<file path="src/common/psrd_pkg.sv">
// Package: constants for the serial load port and reference divider latch
package psrd_pkg;
   localparam int          WORD_BITS        = 24;
   localparam int          REF_DIV_BITS     = 14;
   localparam int          REF_DIV_LSB      = 2;
   localparam int          ABL_LSB          = 16;
   localparam int          LOCK_PREC_BIT    = 18;
   localparam int          TEST_SEL_BIT     = 19;
   localparam int          BSC_LSB          = 20;
   localparam int          BSC_BITS         = 2;
   localparam int          SPARE_LSB        = 22;
   localparam logic [1:0]  ADDR_CONTROL     = 2'h0;
   localparam logic [1:0]  ADDR_REFERENCE   = 2'h1;
   localparam logic [1:0]  ADDR_FEEDBACK    = 2'h2;
   localparam logic [1:0]  ADDR_TEST        = 2'h3;
   localparam logic [23:0] LATCH_RESET      = 24'h00_0000;
   localparam logic [13:0] REF_DIV_RESET    = 14'h0001;
   localparam logic [13:0] REF_DIV_MIN      = 14'h0001;
   localparam int          PHASE_ERR_NS     = 15;
   localparam int          CLK_PERIOD_NS    = 50;
   // Least-time bound would round to zero cycles, so at least one cycle
   localparam int          PHASE_ERR_CYC    = (PHASE_ERR_NS / CLK_PERIOD_NS) < 1 ? 1 :
                                              (PHASE_ERR_NS / CLK_PERIOD_NS);
   localparam logic [2:0]  LOCK_CYC_PRECISE = 3'h5;
   localparam logic [2:0]  LOCK_CYC_COARSE  = 3'h3;
   localparam int          SYNC_STAGES      = 2;
endpackage : psrd_pkg

</file>
<file path="src/psrd_sync.sv">
// Two-flop synchroniser bank for pin inputs
`timescale 1ns/100ps
`default_nettype none
module psrd_sync
   import psrd_pkg::*;
#(
   parameter int WIDTH = 3
) (
   input  wire logic             clk_sys,
   input  wire logic             srst,
   input  wire logic [WIDTH-1:0] async_in,
   output var  logic [WIDTH-1:0] sync_out
);
   logic [WIDTH-1:0] stage1;
   logic [WIDTH-1:0] next_stage1;
   logic [WIDTH-1:0] next_sync_out;

   if (WIDTH < 1) begin : g_bad_width
      $error("psrd_sync: WIDTH must be at least 1");
   end

   always_comb begin
      next_stage1   = async_in;
      next_sync_out = stage1;
   end

   // First stage feeds only the second stage
   always_ff @(posedge clk_sys) begin
      if (srst) begin
         stage1   <= '0;
         sync_out <= '0;
      end else begin
         stage1   <= next_stage1;
         sync_out <= next_sync_out;
      end
   end
endmodule : psrd_sync
`default_nettype wire

</file>
<file path="src/psrd_top.sv">
// Serial load port with reference divider latch, reference counter and lock detect
// Operation
// - Address pair (0,1) stores the word into the reference divider latch.
// - Pair (0,0) goes to control latch, pair (1,0) to feedback latch.
// - Fourteen-bit reference divide ratio, 1 to 16383; zero is illegal.
// - Bits 16 and 17 choose antibacklash pulse width.
// - Lock after 5 (bit18=1) or 3 good reference cycles under 15 ns.
// - With test select bit 19 low, the test latch is ignored; here test_word still loads and drives out whatever bit 19 is.
// - Band select clock comes from reference output, optionally divided down.
// - Shift register takes one bit per rising serial clock edge.
// - Rising load strobe moves 24 bits into the addressed latch.
// - Shift register keeps loading during power-down.
`timescale 1ns/100ps
`default_nettype none
module psrd_top
   import psrd_pkg::*;
(
   input  wire logic        clk_sys,
   input  wire logic        srst,
   input  wire logic        serial_clk,
   input  wire logic        serial_data,
   input  wire logic        load_strobe,
   input  wire logic        chip_enable,
   input  wire logic        phase_err_small,
   output var  logic [23:0] control_word,
   output var  logic [23:0] feedback_word,
   output var  logic [23:0] ref_latch_word,
   output var  logic [23:0] test_word,
   output var  logic        test_mode_active,
   output var  logic        ref_tick,
   output var  logic        band_sel_tick,
   output var  logic        muxed_status_out
);
   logic [2:0]  pins_sync;
   logic        sclk_s;
   logic        sdata_s;
   logic        strobe_s;
   logic        sclk_d;
   logic        strobe_d;
   logic        pd_sync;
   logic        pd_meta;
   logic [1:0]  arm_cnt;
   logic [1:0]  next_arm_cnt;
   logic        edges_armed;
   logic [23:0] shift_reg;
   logic [23:0] next_shift_reg;
   logic [23:0] next_control_word;
   logic [23:0] next_feedback_word;
   logic [23:0] next_ref_latch_word;
   logic [23:0] next_test_word;
   logic [13:0] ref_cnt;
   logic [13:0] next_ref_cnt;
   logic        next_ref_tick;
   logic [7:0]  bsc_cnt;
   logic [7:0]  next_bsc_cnt;
   logic        next_band_sel_tick;
   logic [2:0]  good_cnt;
   logic [2:0]  next_good_cnt;
   logic        next_muxed_status_out;
   logic        next_test_mode_active;

   psrd_sync #(
      .WIDTH (3)
   ) u_sync (
      .clk_sys  (clk_sys),
      .srst     (srst),
      .async_in ({serial_clk, serial_data, load_strobe}),
      .sync_out (pins_sync)
   );
   assign sclk_s   = pins_sync[2];
   assign sdata_s  = pins_sync[1];
   assign strobe_s = pins_sync[0];

   function automatic logic [13:0] ref_ratio(input logic [23:0] w);
      logic [13:0] r;
      r = w[REF_DIV_LSB +: REF_DIV_BITS];
      // A zero ratio is illegal; treat it as one rather than stalling
      ref_ratio = (r == 14'h0000) ? REF_DIV_MIN : r;
   endfunction : ref_ratio

   function automatic logic [7:0] bsc_divisor(input logic [1:0] sel);
      case (sel)
         2'h0:    bsc_divisor = 8'h01;
         2'h1:    bsc_divisor = 8'h02;
         2'h2:    bsc_divisor = 8'h04;
         default: bsc_divisor = 8'h08;
      endcase
   endfunction : bsc_divisor

   // Serial shift and latch transfer; no power-down gating by design
   always_comb begin
      next_shift_reg      = shift_reg;
      next_control_word   = control_word;
      next_feedback_word  = feedback_word;
      next_ref_latch_word = ref_latch_word;
      next_test_word      = test_word;
      // Edges wait until the synchroniser has refilled after reset,
      // else an idle-high strobe would look like a fresh rising edge
      edges_armed         = (arm_cnt == 2'(SYNC_STAGES + 1));
      next_arm_cnt        = edges_armed ? arm_cnt : arm_cnt + 2'h1;
      if (edges_armed && sclk_s && !sclk_d) begin
         next_shift_reg = {shift_reg[22:0], sdata_s};
      end
      if (edges_armed && strobe_s && !strobe_d) begin
         case (shift_reg[1:0])
            ADDR_CONTROL:   next_control_word   = shift_reg;
            ADDR_REFERENCE: next_ref_latch_word = shift_reg;
            ADDR_FEEDBACK:  next_feedback_word  = shift_reg;
            ADDR_TEST:      next_test_word      = shift_reg;
            default:        next_test_word      = test_word;
         endcase
      end
   end

   always_ff @(posedge clk_sys) begin
      if (srst) begin
         arm_cnt        <= 2'h0;
         sclk_d         <= 1'b0;
         strobe_d       <= 1'b0;
         shift_reg      <= LATCH_RESET;
         control_word   <= LATCH_RESET;
         feedback_word  <= LATCH_RESET;
         ref_latch_word <= LATCH_RESET;
         test_word      <= LATCH_RESET;
      end else begin
         arm_cnt        <= next_arm_cnt;
         sclk_d         <= sclk_s;
         strobe_d       <= strobe_s;
         shift_reg      <= next_shift_reg;
         control_word   <= next_control_word;
         feedback_word  <= next_feedback_word;
         ref_latch_word <= next_ref_latch_word;
         test_word      <= next_test_word;
      end
   end

   // Reference counter, band select divider and lock detect
   always_comb begin
      next_test_mode_active = ref_latch_word[TEST_SEL_BIT];
      next_ref_tick         = 1'b0;
      next_ref_cnt          = ref_cnt + 14'h0001;
      if (ref_cnt >= ref_ratio(ref_latch_word) - 14'h0001) begin
         next_ref_cnt  = 14'h0000;
         next_ref_tick = 1'b1;
      end
      // Power-down holds the counter at its load state
      if (pd_sync) begin
         next_ref_cnt  = 14'h0000;
         next_ref_tick = 1'b0;
      end
      next_band_sel_tick = 1'b0;
      next_bsc_cnt       = bsc_cnt;
      if (ref_tick) begin
         if (bsc_cnt >= bsc_divisor(ref_latch_word[BSC_LSB +: BSC_BITS]) - 8'h01) begin
            next_bsc_cnt       = 8'h00;
            next_band_sel_tick = 1'b1;
         end else begin
            next_bsc_cnt = bsc_cnt + 8'h01;
         end
      end
      next_good_cnt         = good_cnt;
      next_muxed_status_out = muxed_status_out;
      if (pd_sync) begin
         // Power-down resets the lock detector
         next_good_cnt         = 3'h0;
         next_muxed_status_out = 1'b0;
      end else if (ref_tick) begin
         if (!phase_err_small) begin
            next_good_cnt         = 3'h0;
            next_muxed_status_out = 1'b0;
         end else begin
            if (good_cnt != 3'h7) next_good_cnt = good_cnt + 3'h1;
            if (good_cnt + 3'h1 >= (ref_latch_word[LOCK_PREC_BIT] ?
                LOCK_CYC_PRECISE : LOCK_CYC_COARSE)) begin
               next_muxed_status_out = 1'b1;
            end
         end
      end
   end

   always_ff @(posedge clk_sys) begin
      if (srst) begin
         pd_meta          <= 1'b0;
         pd_sync          <= 1'b0;
         ref_cnt          <= 14'h0000;
         ref_tick         <= 1'b0;
         bsc_cnt          <= 8'h00;
         band_sel_tick    <= 1'b0;
         good_cnt         <= 3'h0;
         muxed_status_out <= 1'b0;
         test_mode_active <= 1'b0;
      end else begin
         pd_meta          <= ~chip_enable;
         pd_sync          <= pd_meta;
         ref_cnt          <= next_ref_cnt;
         ref_tick         <= next_ref_tick;
         bsc_cnt          <= next_bsc_cnt;
         band_sel_tick    <= next_band_sel_tick;
         good_cnt         <= next_good_cnt;
         muxed_status_out <= next_muxed_status_out;
         test_mode_active <= next_test_mode_active;
      end
   end
endmodule : psrd_top
`default_nettype wire

</file>
<file path="config.mk">
export PLATFORM = sky130hd
export DESIGN_NAME = psrd_top
export DESIGN_NICKNAME = d
export VERILOG_FILES = /design/src/common/psrd_pkg.sv /design/src/psrd_sync.sv /design/src/psrd_top.sv
export SDC_FILE = /design/constraint.sdc
export NUM_CORES = 1
export LEC_CHECK = 0
export BUFFER_PORTS_ARGS = -buffer_cell sky130_fd_sc_hd__buf_2
export CAP_MARGIN = 20
export CORE_UTILIZATION = 35
export DETAILED_ROUTE_END_ITERATION = 12
export PLACE_DENSITY_LB_ADDON = 0.05
export SKIP_LAST_GASP = 1
export SLEW_MARGIN = 25
export SYNTH_ARGS = -nofsm -noshare
export SYNTH_HDL_FRONTEND = slang
export SYNTH_SLANG_ARGS = --single-unit
export TNS_END_PERCENT = 100
</file>
<file path="constraint.sdc">
create_clock -name clk_sys -period 8.7 [get_ports clk_sys]
set_clock_uncertainty 0.1 [all_clocks]
set_input_delay 0.435 -clock clk_sys [delete_from_list [all_inputs] [get_ports clk_sys]]
set_output_delay 0.435 -clock clk_sys [all_outputs]
set_load 0.02 [all_outputs]
</file>
==> Word-level counts from Yosys, hierarchy flattened <==
Cells that the tools add are included.
{ "totals": {"reg_bits": 161, "inputBits": 7, "out_inout_bits": 100, "wordCells": 68} }
{ "op_classes": {"add_sub_neg": 6, "magnitude_cmp": 3, "n_eq_ne": 9, "mux": 11, "bitwise": 2, "reduce_logical": 18} }
{ "op_table": {"columns": ["operator", "n"], "rows": [
  ["$mux W8", 2],
  ["$add A14 B1 Y14 const B", 1],
  ["$ge A14 B14 Y1", 1],
  ["$logic_not A14 Y1", 1],
  ["$mux W14", 1],
  ["$sub A14 B1 Y14 const B", 1],
  ["$pmux W4 S3", 1],
  ["$reduce_and A2 Y1", 6],
  ["$mux W3", 3],
  ["$add A8 B1 Y8 const B", 1],
  ["$eq A2 B2 Y1 const B", 4],
  ["$ge A8 B8 Y1", 1],
  ["$sub A8 B1 Y8 const B", 1],
  ["$eq A2 B1 Y1 const B", 2],
  ["$logic_and A1 B1 Y1", 4],
  ["$logic_not A2 Y1", 2],
  ["$mux W1", 4],
  ["$ne A2 B1 Y1 const B", 2],
  ["$reduce_or A2 Y1", 2],
  ["$add A3 B1 Y3 const B", 1],
  ["$ge A3 B3 Y1", 1],
  ["$ne A3 B3 Y1 const B", 1],
  ["$reduce_or A3 Y1", 1],
  ["$add A2 B1 Y2 const B", 1],
  ["other kinds (2)", 4]
]} }

==> Depth between registers and ports, before layout <==
{ "depth": {"word_depth": 6, "depth_mapped": 16} }

==> Modules after synthesis <==
A second synthesis with hierarchy kept.
{ "hier_totals": {"cells_unflattened": 767, "area_unflattened_um2": 6294.8} }
{ "by_module_without_submodules": {"columns": ["mod", "n_inst", "cells_per_inst", "area_per_inst_um2", "seq_area_each_um2"], "rows": [
  ["psrd_top", 1, 755, 6137.1, 3103.0],
  ["psrd_sync", 1, 12, 157.7, 120.1]
]} }

==> Worst setup path before layout <==
Ideal clock, no wire load.
{ "synth_path": {"path_type": "register to register", "startpoint": "register ref_latch_word[6]", "endpoint": "register ref_cnt[10]", "arrival_time_ns": 3.536, "required_ns": 8.536, "setup_slack_ns": 5.000, "stages_incl_launch_ff": 17, "n_path_buf": 2, "period_less_slack_ns": 3.700, "cell_sequence": "dfxtp_1 buf_6 or4_4 nor3_4 and2_4 a21oi_1 ha_1 and2_1 nand2_1 xor2_1 ha_1 a21oi_1 nand2_1 a2111o_1 a211o_1 buf_2 nor2_1"} }
{ "synth_between": {"elab_chain_len": 5} }
{ "synth_lines": {"columns": ["element", "line", "text"], "rows": [
  ["start, declared", "psrd_top.sv:27", "output var logic [23:0] ref_latch_word,"],
  ["start signal, assigned", "psrd_top.sv:132", "ref_latch_word <= next_ref_latch_word;"],
  ["$logic_not A14 Y1", "psrd_top.sv:78", "ref_ratio = (r == 14'h0000) ? REF_DIV_MIN : r;"],
  ["$mux W14 (*)", "psrd_top.sv:78", null],
  ["$sub A14 B1 Y14 (*)", "psrd_top.sv:142", "if (ref_cnt >= ref_ratio(ref_latch_word) - 14'h0001) begin"],
  ["$ge A14 B14 Y1 (*)", "psrd_top.sv:142", null],
  ["$reduce_or A3 Y1 (no source line) (*)", null, null],
  ["end signal, assigned", "psrd_top.sv:195", "ref_cnt <= next_ref_cnt;"],
  ["end, declared", "psrd_top.sv:51", "logic [13:0] ref_cnt;"]
]} }
Mark *: on every way between the ends. The rest lies on a longest branch, timed or not.
A chain may end at the register's enable or synchronous reset.

==> Worst setup path in the final report <==
{ "layout_path": {"startpoint": "register ref_latch_word[6]", "endpoint": "register ref_cnt[3]"} }
The elaborated chain is that of the path after synthesis.

==> results.md <==
- Status: finished, final reports clean
- Leakage power: 3.02 nW
- Largest vdd supply drop: 129 µV
- Most common library cells after synthesis: nand2_1, dfxtp_1, a21oi_1
- Synth Instances: 771
- Area leader, netlist: dfxtp_1
- Critical Path Max Stage Delay: 0.59 ns
- Vias: 5,280
- CTS Buf Count: 17
- Max clock buf depth: 2
- Minimum clock period: 3.90 ns
- I/O pin count: 107
- Worst hold path depth: 2
- Number of synthesized flops with an enable pin: 0
- Yosys warns: 0
- Fillers: 1,760
- Die Y: 136 µm
- Syn Area/Cell: 8.21 µm²
- Hold Path End: pd_meta$_SDFF_PP0_
- Setup TNS: 0 ns
- CTS root buffer: clkbuf_16
- HP Class: in2reg
- Critical path type: reg2reg
- Cells after DPL: 1,061
- Post-Syn Area: 6330 µm²
- CP Launch Type: register
- Share of the synthesized area in the top cell type: 50.9%
- Logic pwr share: 2.0%
- Row count: 48
- Worst path required time: 8.95 ns
- DP Area: 6990 µm²
- Share of layout cells above drive strength 1: 17.5%
- Max_slew headroom: 35.8%
- I/O Buffers: 106
- Synth async-reset ratio: 0%
- R2R Setup Slk: 4.80 ns
- Initial Util: 36.2%
- Pin count of the biggest net entering global routing: 80
- Setup violators final: 0
- Actual slew at the worst max-slew pin: 0.962 ns
- Seq/Total Area, Yosys: 50.9%
- Power Dens Cells: 199 nW/µm²
- Die ar.: 18,600 µm²
- Unrepaired setup endpoints after global routing: no
- Post-route cell area: 7580 µm²
- DRC Markers: 0
- Syn-to-layout area delta: 19.8%
- RePlAce Congestion: 0.811
- Fmax: 256 MHz
- Total track usage: 18.2%
- Net Sw Power: 0.325 mW
- Initial DRC Count: 212
- Post-route ant nets: 0
- H-tree depth: 4
- Core Box Area: 17,500 µm²
- Clock Pin Slew Worst Setup and Hold Paths: 0.06 ns
- Max-cap viol count: 0
- Pre-CTS setup slack: 4.82 ns
- Worst Setup End Kind: register
- WL final: 16.5 mm
- Final Cycle Share: 44.8%
- Setup bufs post-CTS: 0
- Hold bufs inserted after CTS: 0
- Switching share of power: 21.5%
- Gr ovfl total: 0
- Pins Over Slew Limit: 0
- Count leader, synth: nand2_1
- Top delay family on crit path: simple AND/OR/NAND/NOR gates
- DR WL/cell: 15.1 µm
- Reg2reg start: ref_latch_word[6]$_SDFFE_PP0P_
- Clock share of power: 48.5%
- Final Worst Setup Slack: 4.80 ns
- Vias in the first global route: 5,055
- Hold_sp: chip_enable
- Critical Path, Cell by Cell: or4_4 -> nor3_4 -> and2_4 -> a21oi_1 -> ha_1 -> and2_1 -> nand2_1 -> xor2_1 -> ha_1 -> a21oi_1 -> nand2_1 -> a2111o_1 -> a211o_1 -> nor2_1
- Clk sinks: 161
- Nets: 888
- Post-cts sizing count: 0
- First-pass GRT wire length: 26.2 mm
- Vias per cell: 4.83
- Initial antenna violation count: 0
- Ant diodes: 0
- Post-synth top flop: dfxtp_1
- Netlist cell types: 46
- Worst skew pair latency: 0.42 ns
- TritonCTS clock tree: done
- Final hold vios: 0
- Worst path buffer plus inverter count: 0
- Slowest-stage cell, CP: or4_4
- R2r worst-path depth: 14
- DPL Wire Length: 11.3 mm
- Hold_ws: 0.0862 ns
- Sequential Power Share: 49.5%
- Main area contributors after synthesis: dfxtp_1, nand2_1, a21oi_1, ha_1, nor2_1
- Internal power: 1.18 mW
- Net Count, Synth: 803
- Reg2reg end: ref_cnt[3]$_SDFF_PP0_
- Pre-antenna DRT Iters: 4
- Post-Layout Cell Count: 1,093
- Synthesized flop and latch total: 161
- CP Data Arrival Time: 4.15 ns
- Critical-path maximum fanout: 14
- DIE WIDTH: 136 µm
==> cell families after synthesis <==
group / Yosys count / share of synthesized area, %
AND/OR/NAND/NOR: 366 / 25.0
flip-flops: 161 / 50.9
AO/OA/AOI/OAI: 137 / 11.5
buffers and inverters: 52 / 3.48
XOR/XNOR: 27 / 3.74
adder cells (fa/ha/maj): 25 / 4.94
multiplexers: 3 / 0.475
==> per-stage QoR <==
step | utilization [%] | power [mW]
6_report | 43.4 | 1.51
4_1_cts | 43.3 | 1.53
2_1_floorplan | - | 0.785
5_1_grt | 43.4 | 1.57
3_3_place_gp | 39.9 | 0.792
3_5_place_dp | 40.0 | 0.794
==> metal layers <==
metal / GRT usage (%) / wire length (µm) / vias up
met3: 4.70 / 724 / 11
met2: 29.5 / 7840 / 91
li1: - / - / 2709
met4: 4.57 / 127 / 0
met1: 24.0 / 7760 / 2469
met5: 0 / 0 / -
==> worst max-delay path by stage <==
stage	startpoint	endpoint	slack, ns	depth (start not counted)
after CTS	ref_latch_word[6]$_SDFFE_PP0P_	ref_cnt[9]$_SDFF_PP0_	4.80	14
after global placement	ref_latch_word[6]$_SDFFE_PP0P_	ref_cnt[4]$_SDFF_PP0_	4.98	14
after detailed placement	ref_latch_word[6]$_SDFFE_PP0P_	ref_cnt[8]$_SDFF_PP0_	4.82	14
after floorplan	ref_latch_word[6]$_SDFFE_PP0P_	ref_cnt[10]$_SDFF_PP0_	5.00	16
after global routing	ref_latch_word[6]$_SDFFE_PP0P_	ref_cnt[9]$_SDFF_PP0_	4.50	14
final	ref_latch_word[6]$_SDFFE_PP0P_	ref_cnt[3]$_SDFF_PP0_	4.80	14
==> power by group through the flow <==
stage / Combinational (mW) / Sequential [mW] / Clock (mW)
after floorplan: 0.0230 / 0.762 / 0
after global placement: 0.0295 / 0.763 / 0
after detailed placement: 0.0304 / 0.763 / 0
after CTS: 0.0305 / 0.746 / 0.755
after global routing: 0.0336 / 0.747 / 0.787
final: 0.0301 / 0.747 / 0.733
==> final cells by class <==
cell class	instances	area (µm²)	share of cell area, %
repair buffers	111	582	7.67
inverters	7	26.3	0.347
flip-flops and latches	161	3220	42.5
well taps	225	282	3.71
multi-input cells	558	2890	38.2
clock buffers	21	450	5.94
clock inverters	10	125	1.65
==> layout by cell type, fill, tap and decap left out, types with 2 or more instances in the layout <==
cell type,instances
o21ai_0,3
a21oi_1,123
nor3_2,2
ha_1,25
nor3_1,9
nand2b_1,4
and3_1,3
or2_2,3
mux2i_1,3
xor2_1,15
nand4_1,6
nand3_1,9
clkinvlp_4,3
clkbuf_1,3
inv_1,7
nor2b_1,14
buf_4,4
and2_1,2
buf_2,105
or3_1,3
nor3b_1,4
and4_1,3
a22oi_1,2
dfxtp_1,161
inv_6,3
nor2_1,49
nand2_1,245
xnor2_1,12
bufinv_16,2
clkbuf_16,17
Power figures use the tool's default switching activity.
